### src/asrw_pkg.sv
// package: constants, types and register map of the serial receiver with wake-up
package asrw_pkg;

  // ==================================================
  // register byte offsets on the bus
  localparam logic [7:0] OFS_IRQ_FLAGS   = 8'h00;
  localparam logic [7:0] OFS_IRQ_ENABLES = 8'h04;
  localparam logic [7:0] OFS_IRQ_PRIO    = 8'h08;
  localparam logic [7:0] OFS_RX_STATUS   = 8'h0C;
  localparam logic [7:0] OFS_RX_DATA     = 8'h10;
  localparam logic [7:0] OFS_TX_STATUS   = 8'h14;
  localparam logic [7:0] OFS_BAUD_CTL    = 8'h18;
  localparam logic [7:0] OFS_DIV_HIGH    = 8'h1C;
  localparam logic [7:0] OFS_DIV_LOW     = 8'h20;

  // ==================================================
  // field positions
  localparam int BIT_RX_CPL     = 5; // flags, enables, priority
  localparam int BIT_SERIAL_PORT_ENABLE       = 7; // receive status
  localparam int BIT_RX9        = 6;
  localparam int BIT_SREN       = 5;
  localparam int BIT_CONTINUOUS_RECEIVE_ENABLE       = 4;
  localparam int BIT_ADDRESS_DETECT_ENABLE      = 3;
  localparam int BIT_FRAMING_ERROR_FLAG       = 2;
  localparam int BIT_OVERRUN_ERROR_FLAG       = 1;
  localparam int BIT_RECEIVED_NINTH_BIT       = 0;
  localparam int BIT_SYNC       = 4; // transmit status
  localparam int BIT_HS_BAUD    = 2;
  localparam int BIT_RX_IDLE    = 6; // baud control
  localparam int BIT_DIV16      = 3;
  localparam int BIT_WAKE       = 1;

  // ==================================================
  // timing
  localparam logic [3:0] OVERSAMPLE_LAST = 4'hF; // 16 samples per bit
  localparam logic [3:0] MID_SAMPLE      = 4'h7;
  localparam logic [1:0] SLOW_PRESCALE   = 2'h3; // x64 mode: 4 divisor periods per sample
  localparam logic [3:0] LAST_BIT_8      = 4'h7;
  localparam logic [3:0] LAST_BIT_9      = 4'h8;

  // ==================================================
  // receiver states
  typedef enum logic [1:0] {
    RX_IDLE  = 2'b00,
    RX_START = 2'b01,
    RX_DATA  = 2'b10,
    RX_STOP  = 2'b11
  } asrw_rx_e;

  // ==================================================
  // complete block state
  typedef struct packed {
    asrw_rx_e    st;
    logic [3:0]  tick;
    logic [3:0]  bitn;
    logic [8:0]  shift;
    logic [15:0] brg;
    logic [1:0]  pre;
    logic        rx_prev;
    logic        woke;
    logic [7:0]  rdata;
    logic        ninth;
    logic        full;
    logic        wake_flag;
    logic        framing_error_flag;
    logic        overrun_error_flag;
    logic        serial_port_enable;
    logic        rx9;
    logic        sren;
    logic        continuous_receive_enable;
    logic        address_detect_enable;
    logic        receive_interrupt_enable;
    logic        receive_interrupt_priority;
    logic        sync;
    logic        high_speed_baud_select;
    logic        sixteen_bit_divisor_select;
    logic        wakeup_enable;
    logic [7:0]  div_hi;
    logic [7:0]  div_lo;
    logic        d_wr;
    logic [7:0]  d_addr;
    logic [31:0] hrdata;
  } asrw_state_s;

  localparam asrw_state_s STATE_RST = '0;

  // ahb signals from master
  typedef struct packed {
    logic        hsel;
    logic [31:0] haddr;
    logic [1:0]  htrans;
    logic        hwrite;
    logic [2:0]  hsize;
    logic [31:0] hwdata;
    logic        hready;
  } asrw_ahb_req_s;

endpackage : asrw_pkg

### src/asrw_receiver.sv
// serial receiver with address detect and wake-up, ahb-lite register slave
`timescale 1ns/10ps
`default_nettype none

// Functional notes
// - sixteen-fold sampling feeds bit-rate shifter
// - baud from 8/16-bit divisor and speed bits
// - async only when sync clear, port enabled
// - frames accepted only with continuous receive
// - nine-bit mode keeps ninth bit in status
// - frame sets complete flag; irq if enabled
// - low eight data bits in data register
// - errors held until receive enable cleared
// - priority bit routes irq high or low
// - address detect drops non-address frames in nine-bit mode
// - sleep stops receiver baud clocks
// - wake-up only in asynchronous mode
// - wake enable suppresses reception, stays idle
// - falling receive line is wake event
// - wake event sets complete flag
// - data register read clears wake flag
// - rising edge after wake clears enable
// - frame: start, 8/9 data, one stop
// - data assembled least significant first
module asrw_receiver (
  // clock and reset
  input  wire logic                  core_clk_i,
  input  wire logic                  rst_n_i,
  // ahb-lite slave
  input  wire asrw_pkg::asrw_ahb_req_s ahb_i,
  output logic                       hreadyout_o,
  output logic                       hresp_o,
  output logic [31:0]                hrdata_o,
  // serial line and power state
  input  wire logic                  receive_line_i,
  input  wire logic                  sleep_i,
  // interrupt requests
  output logic                       irq_high_o,
  output logic                       irq_low_o
);
  import asrw_pkg::*;

  // ==================================================
  // state and shared terms
  asrw_state_s state_reg;
  asrw_state_s state_next;

  logic        async_en;
  logic        samp;
  logic        base_pulse;
  logic [15:0] divisor;
  logic [15:0] reload;
  logic        receive_complete_flag;
  logic        frame_done;
  logic        keep_frame;
  logic        frame_ninth;
  logic [7:0]  frame_byte;
  logic        wake_fall;
  logic        wake_rise;
  logic        addr_ph;
  logic        rd_rx_data;

  assign async_en   = state_reg.serial_port_enable & ~state_reg.sync;
  assign divisor    = state_reg.sixteen_bit_divisor_select ? {state_reg.div_hi, state_reg.div_lo}
                                      : {8'h00, state_reg.div_lo};
  assign reload     = (state_reg.sixteen_bit_divisor_select & state_reg.high_speed_baud_select) ? (divisor >> 2) : divisor;
  assign base_pulse = (state_reg.brg == 16'h0000);
  assign samp       = async_en & ~sleep_i & base_pulse &
                      ((state_reg.sixteen_bit_divisor_select | state_reg.high_speed_baud_select) | (state_reg.pre == SLOW_PRESCALE));
  assign frame_done = samp & (state_reg.st == RX_STOP) & (state_reg.tick == OVERSAMPLE_LAST)
                      & state_reg.continuous_receive_enable & ~state_reg.wakeup_enable;
  assign frame_ninth = state_reg.rx9 ? state_reg.shift[8] : 1'b0;
  assign frame_byte  = state_reg.rx9 ? state_reg.shift[7:0] : state_reg.shift[8:1];
  assign keep_frame  = ~(state_reg.address_detect_enable & state_reg.rx9 & ~frame_ninth);
  // wake edges only in async mode
  assign wake_fall  = async_en & state_reg.wakeup_enable & ~state_reg.woke
                      & state_reg.rx_prev & ~receive_line_i;
  assign wake_rise  = async_en & state_reg.wakeup_enable & state_reg.woke
                      & ~state_reg.rx_prev & receive_line_i;
  assign addr_ph    = ahb_i.hsel & ahb_i.hready & ahb_i.htrans[1];
  assign rd_rx_data = addr_ph & ~ahb_i.hwrite & (ahb_i.haddr[7:0] == OFS_RX_DATA);
  assign receive_complete_flag       = state_reg.full | state_reg.wake_flag;

  // ==================================================
  // next-state logic
  always_comb begin
    state_next = state_reg;
    state_next.rx_prev = receive_line_i;

    // baud generator
    if (async_en && !sleep_i) begin
      if (base_pulse) begin
        state_next.brg = reload;
        state_next.pre = 2'(state_reg.pre + 2'h1);
      end else begin
        state_next.brg = 16'(state_reg.brg - 16'h0001);
      end
    end

    if (samp) begin
      case (state_reg.st)
        RX_IDLE: begin
          if (!receive_line_i) begin
            state_next.st   = RX_START;
            state_next.tick = 4'h0;
          end
        end
        RX_START: begin
          state_next.tick = 4'(state_reg.tick + 4'h1);
          if (state_reg.tick == MID_SAMPLE) begin
            state_next.tick = 4'h0;
            state_next.bitn = 4'h0;
            state_next.st   = receive_line_i ? RX_IDLE : RX_DATA;
          end
        end
        RX_DATA: begin
          state_next.tick = 4'(state_reg.tick + 4'h1);
          if (state_reg.tick == OVERSAMPLE_LAST) begin
            state_next.shift = {receive_line_i, state_reg.shift[8:1]};
            state_next.bitn  = 4'(state_reg.bitn + 4'h1);
            if (state_reg.bitn == (state_reg.rx9 ? LAST_BIT_9 : LAST_BIT_8)) begin
              state_next.st = RX_STOP;
            end
          end
        end
        RX_STOP: begin
          state_next.tick = 4'(state_reg.tick + 4'h1);
          if (state_reg.tick == OVERSAMPLE_LAST) begin
            state_next.st = RX_IDLE;
          end
        end
        default: state_next.st = RX_IDLE;
      endcase
    end

    // read of data register clears the full and wake flags
    if (rd_rx_data) begin
      state_next.full = 1'b0;
      state_next.wake_flag = 1'b0;
    end

    // frame end with one stop bit
    if (frame_done && keep_frame) begin
      if (state_reg.full && !rd_rx_data) begin
        state_next.overrun_error_flag = 1'b1;
      end else begin
        state_next.full  = 1'b1;
        // low eight bits to data register
        state_next.rdata = frame_byte;
        state_next.ninth = frame_ninth;
        if (!receive_line_i) begin
          state_next.framing_error_flag = 1'b1;
        end
      end
    end

    if (wake_fall) begin
      state_next.woke      = 1'b1;
      state_next.wake_flag = 1'b1;
    end

    // ahb data phase write
    state_next.d_wr = addr_ph & ahb_i.hwrite;
    state_next.d_addr = ahb_i.haddr[7:0];
    if (state_reg.d_wr) begin
      case (state_reg.d_addr)
        OFS_IRQ_ENABLES: state_next.receive_interrupt_enable = ahb_i.hwdata[BIT_RX_CPL];
        OFS_IRQ_PRIO:    state_next.receive_interrupt_priority = ahb_i.hwdata[BIT_RX_CPL];
        OFS_RX_STATUS: begin
          state_next.serial_port_enable  = ahb_i.hwdata[BIT_SERIAL_PORT_ENABLE];
          state_next.rx9   = ahb_i.hwdata[BIT_RX9];
          state_next.sren  = ahb_i.hwdata[BIT_SREN];
          state_next.continuous_receive_enable  = ahb_i.hwdata[BIT_CONTINUOUS_RECEIVE_ENABLE];
          state_next.address_detect_enable = ahb_i.hwdata[BIT_ADDRESS_DETECT_ENABLE];
        end
        OFS_TX_STATUS: begin
          state_next.sync = ahb_i.hwdata[BIT_SYNC];
          state_next.high_speed_baud_select = ahb_i.hwdata[BIT_HS_BAUD];
        end
        OFS_BAUD_CTL: begin
          state_next.sixteen_bit_divisor_select = ahb_i.hwdata[BIT_DIV16];
          state_next.wakeup_enable   = ahb_i.hwdata[BIT_WAKE];
        end
        OFS_DIV_HIGH: state_next.div_hi = ahb_i.hwdata[7:0];
        OFS_DIV_LOW:  state_next.div_lo = ahb_i.hwdata[7:0];
        default: state_next.d_wr = 1'b0;
      endcase
    end

    if (wake_rise) begin
      state_next.wakeup_enable  = 1'b0;
      state_next.woke = 1'b0;
    end
    if (!state_reg.wakeup_enable) begin
      state_next.woke = 1'b0;
    end

    if (!state_reg.continuous_receive_enable || state_reg.wakeup_enable || !async_en) begin
      state_next.st = RX_IDLE;
    end
    if (!state_reg.continuous_receive_enable) begin
      state_next.framing_error_flag = 1'b0;
      state_next.overrun_error_flag = 1'b0;
    end

    // ahb read data, taken in address phase
    state_next.hrdata = 32'h0000_0000;
    if (addr_ph && !ahb_i.hwrite) begin
      case (ahb_i.haddr[7:0])
        OFS_IRQ_FLAGS:   state_next.hrdata[BIT_RX_CPL] = receive_complete_flag;
        OFS_IRQ_ENABLES: state_next.hrdata[BIT_RX_CPL] = state_reg.receive_interrupt_enable;
        OFS_IRQ_PRIO:    state_next.hrdata[BIT_RX_CPL] = state_reg.receive_interrupt_priority;
        OFS_RX_STATUS: begin
          state_next.hrdata[BIT_SERIAL_PORT_ENABLE]  = state_reg.serial_port_enable;
          state_next.hrdata[BIT_RX9]   = state_reg.rx9;
          state_next.hrdata[BIT_SREN]  = state_reg.sren;
          state_next.hrdata[BIT_CONTINUOUS_RECEIVE_ENABLE]  = state_reg.continuous_receive_enable;
          state_next.hrdata[BIT_ADDRESS_DETECT_ENABLE] = state_reg.address_detect_enable;
          state_next.hrdata[BIT_FRAMING_ERROR_FLAG]  = state_reg.framing_error_flag;
          state_next.hrdata[BIT_OVERRUN_ERROR_FLAG]  = state_reg.overrun_error_flag;
          state_next.hrdata[BIT_RECEIVED_NINTH_BIT]  = state_reg.ninth;
        end
        OFS_RX_DATA:     state_next.hrdata[7:0] = state_reg.rdata;
        OFS_TX_STATUS: begin
          state_next.hrdata[BIT_SYNC]    = state_reg.sync;
          state_next.hrdata[BIT_HS_BAUD] = state_reg.high_speed_baud_select;
        end
        OFS_BAUD_CTL: begin
          state_next.hrdata[BIT_RX_IDLE] = (state_reg.st == RX_IDLE);
          state_next.hrdata[BIT_DIV16]   = state_reg.sixteen_bit_divisor_select;
          state_next.hrdata[BIT_WAKE]    = state_reg.wakeup_enable;
        end
        OFS_DIV_HIGH:    state_next.hrdata[7:0] = state_reg.div_hi;
        OFS_DIV_LOW:     state_next.hrdata[7:0] = state_reg.div_lo;
        default:         state_next.hrdata = 32'h0000_0000;
      endcase
    end
  end

  // ==================================================
  // state register
  always_ff @(posedge core_clk_i) begin
    if (!rst_n_i) begin
      state_reg <= STATE_RST;
    end else begin
      state_reg <= state_next;
    end
  end

  // ==================================================
  // outputs
  assign hreadyout_o = 1'b1;
  assign hresp_o     = 1'b0;
  assign hrdata_o    = state_reg.hrdata;
  assign irq_high_o  = receive_complete_flag & state_reg.receive_interrupt_enable & state_reg.receive_interrupt_priority;
  assign irq_low_o   = receive_complete_flag & state_reg.receive_interrupt_enable & ~state_reg.receive_interrupt_priority;
endmodule : asrw_receiver // asrw_receiver

`default_nettype wire

### config.mk
export PLATFORM = sky130hd
export DESIGN_NAME = asrw_receiver
export DESIGN_NICKNAME = d
export VERILOG_FILES = /design/src/asrw_pkg.sv /design/src/asrw_receiver.sv
export SDC_FILE = /design/constraint.sdc
export NUM_CORES = 1
export LEC_CHECK = 0
export BUFFER_PORTS_ARGS = -buffer_cell sky130_fd_sc_hd__buf_2
export CAP_MARGIN = 10
export CORE_MARGIN = 2
export CORE_UTILIZATION = 35
export CTS_CLUSTER_SIZE = 24
export DETAILED_ROUTE_END_ITERATION = 10
export HOLD_SLACK_MARGIN = 0.03
export PLACE_DENSITY_LB_ADDON = 0.05
export SYNTH_ARGS = -nofsm -noshare
export SYNTH_HDL_FRONTEND = slang
export SYNTH_SLANG_ARGS = --single-unit
export TNS_END_PERCENT = 10
### constraint.sdc
create_clock -name core_clk_i -period 2.9 [get_ports core_clk_i]
set_clock_uncertainty 0.05 [all_clocks]
set_input_delay 0.435 -clock core_clk_i [delete_from_list [all_inputs] [get_ports core_clk_i]]
set_output_delay 0.435 -clock core_clk_i [all_outputs]
set_load 0.05 [all_outputs]
==> impl_results.md <==
- Status: finished clean
- Antenna violations before repair: 0
- Peak Freq: 408 MHz
- Final Hold Viols: 0
- Crit-path leading delay family: simple AND/OR/NAND/NOR gates
- Syn Std Cell Area: 5090 sq um
- Distinct cells, synth: 60
- Worst r2r dst: state_reg[94]
- Sequential-to-total area share from yosys stat: 0.378
- DR WL/cell: 17.5 microns
- EDFF count, synth: 0
- Total gr overflow: 0
- Vias per inst: 5.44
- Fin crit period: 2450 ps
- Number of global-route vias before repair: 4182
- Final instance area: 5660 sq um
- Leakage: 2.18 nW
- Period utilization: 0.846
- Maxcap violations: 0
- Ys flop type: dfxtp_1
- Post-DP HPWL: 10.5 mm
- GRT Overall Usage: 0.187
- Cell with the most instances after synthesis: dfxtp_1
- Reg2reg start: state_reg[85]
- ANT cells: 0
- Worst Path Required: 3070 ps
- # port buffers: 33
- Share of Yosys cell area claimed by the top area cell type: 0.378
- CP Buf/Inv Count: 2
- Number of DRC markers in iteration 0: 318
- Max VDD drop: 260 uV
- Worst r2r path cells: 8
- Ports: 112
- Post-CTS Setup Repair Bufs: 0
- Syn-to-layout area delta: 11.4%
- CORE AREA: 14400 sq um
- Antenna-violating nets left: 0
- P per Cell Area: 468 nW/um^2
- Max FFs per register: 87
- Hold endpoint: state_reg[38]
- Setup TNS: 0 ps
- Rows: 44
- Die outline area: 15500 sq um
- Hold Crit Class: in2reg
- Cts bufs inserted: 9
- Die height: 125 microns
- Via count: 4460
- CP Cell Sequence: inv_1 -> ha_1 -> nor4b_2 -> nand4_1 -> buf_4 -> or3_1 -> o21ai_0 -> a211oi_1
- Final setup vio count: 0
- Crit-path max cell delay: 420 ps
- Slack of the worst reg-to-reg path: 450 ps
- WL final: 14.4 mm
- Layout cell share with drive strength beyond 1: 0.138
- TritonCTS Sinks: 96
- Initial Utilization: 0.354
- Yosys reg bits: 96
- Post-cts hold buffer count: 0
- Critical Path Stages: 8
- Final nets: 712
- Hold Crit Start: ahb_i[45]
- Async S/R FF share, synth: 0
- Yosys top cell by area: dfxtp_1
- CTS tree: done
- CP startpoint kind: flop
- Worst Tran Pin Value: 654 ps
- CP max FO: 8
- Post-synth top cells: dfxtp_1, nor2_1, mux2i_1
- Fin. max-slew vios: 0
- Die X: 125 microns
- Worst-Skew Late Latency: 350 ps
- Critical path's slowest cell: or3_1
- CTS clk-pin slew, worst paths: 70 ps
- Synth warn: 0
- First-pass GRT wire length: 23.1 mm
- Placer Congestion: 0.840
- Hold path depth: 2
- CTS Root Cell: clkbuf_16
- RSZ-0062 raised after global routing: no
- Avg Inst Size Synth: 8.43 sq um
- CP Class: reg2reg
- Largest net degree at the start of global routing: 37
- CP arrival: 2620 ps
- Clock buffer depth: 2
- Headroom to the max-slew limit: 0.560
- # DRC: 0
- Ranking of synthesized cells by area: dfxtp_1, mux2i_1, nor2_1
- Placed Area: 5370 sq um
- Pre-Repair DR Iteration Count: 5
- Crit. End Element: flop
- CTS H-tree lvls: 3
- Cell count after synthesis: 603
-- worst reg2reg max path, cell delays in order (launching register included) --
cell and delay (ps):
dfxtp_1 350, inv_1 120, ha_1 220, nor4b_2 340, nand4_1 180, buf_4 240
or3_1 420, o21ai_0 310, a211oi_1 100
-- routing by layer --
metal | track usage | share of wire | up-vias
li1 | - | - | 2195
met1 | 0.272 | 0.51 | 2139
met2 | 0.277 | 0.43 | 109
met3 | 0.0387 | 0.047 | 17
met4 | 0.0575 | 0.015 | 0
met5 | 0 | 0 | -
-- placed cells by master, fill, tap and decap left out, types with 22 or more instances in the layout --
master and n:
a21oi_1 34, buf_2 33, buf_4 23, conb_1 26, dfxtp_1 96, mux2i_1 56
nand2_1 36, nand3_1 22, nor2_1 85, o21ai_0 28
-- logic make-up after synthesis --
group                      Yosys count  synth area share
DFF                                 96             0.378
AOI/OAI and AO/OA                  118             0.149
muxes                               60             0.119
and+or+nand+nor                    247             0.252
adders and majority gates            5            0.0123
xor gates and xnor gates             2           0.00344
other                                2           0.00148
buffers and inverters               73            0.0846
-- cell type report --
cell class	count	area, sq um
Tap cell	184	230
Clock buffer	11	243
Inverter	9	33.8
Multi-Input combinational cell	458	2840
Fill cell	1503	8700
Clock inverter	5	41.3
Sequential cell	96	1920
Timing Repair Buffer	57	358
-- how the worst max path moves through the flow --
stage	startpoint	to
CTS	state_reg[85]	state_reg[105]
global placement	ahb_i[40]	state_reg[75]
detailed placement	ahb_i[44]	state_reg[73]
global route	state_reg[91]	state_reg[107]
floorplan	ahb_i[44]	state_reg[72]
finish	state_reg[85]	state_reg[94]
-- power by group --
part,switching (mW),total [mW],internal (mW)
combinational,0.141,0.175,0.0338
clock,0.530,1.14,0.612
sequential,0.00644,1.33,1.32
-- timing repair --
action,4_1_cts,5_1_grt
gates resized for setup,0,1
endpoints found under the setup margin,0,6
hold endpoints to repair,0,0
-- metrics by stage --
step	util	cells	worst slack, ps	hold slack, ps	total power, mW
2_1_floorplan	-	627	298	367	1.51
3_3_place_gp	0.374	804	280	395	1.53
3_5_place_dp	0.374	804	272	401	1.54
4_1_cts	0.394	820	271	298	2.68
5_1_grt	0.394	820	209	312	2.74
6_report	0.394	820	448	312	2.65
Power figures use the tool's default switching activity.
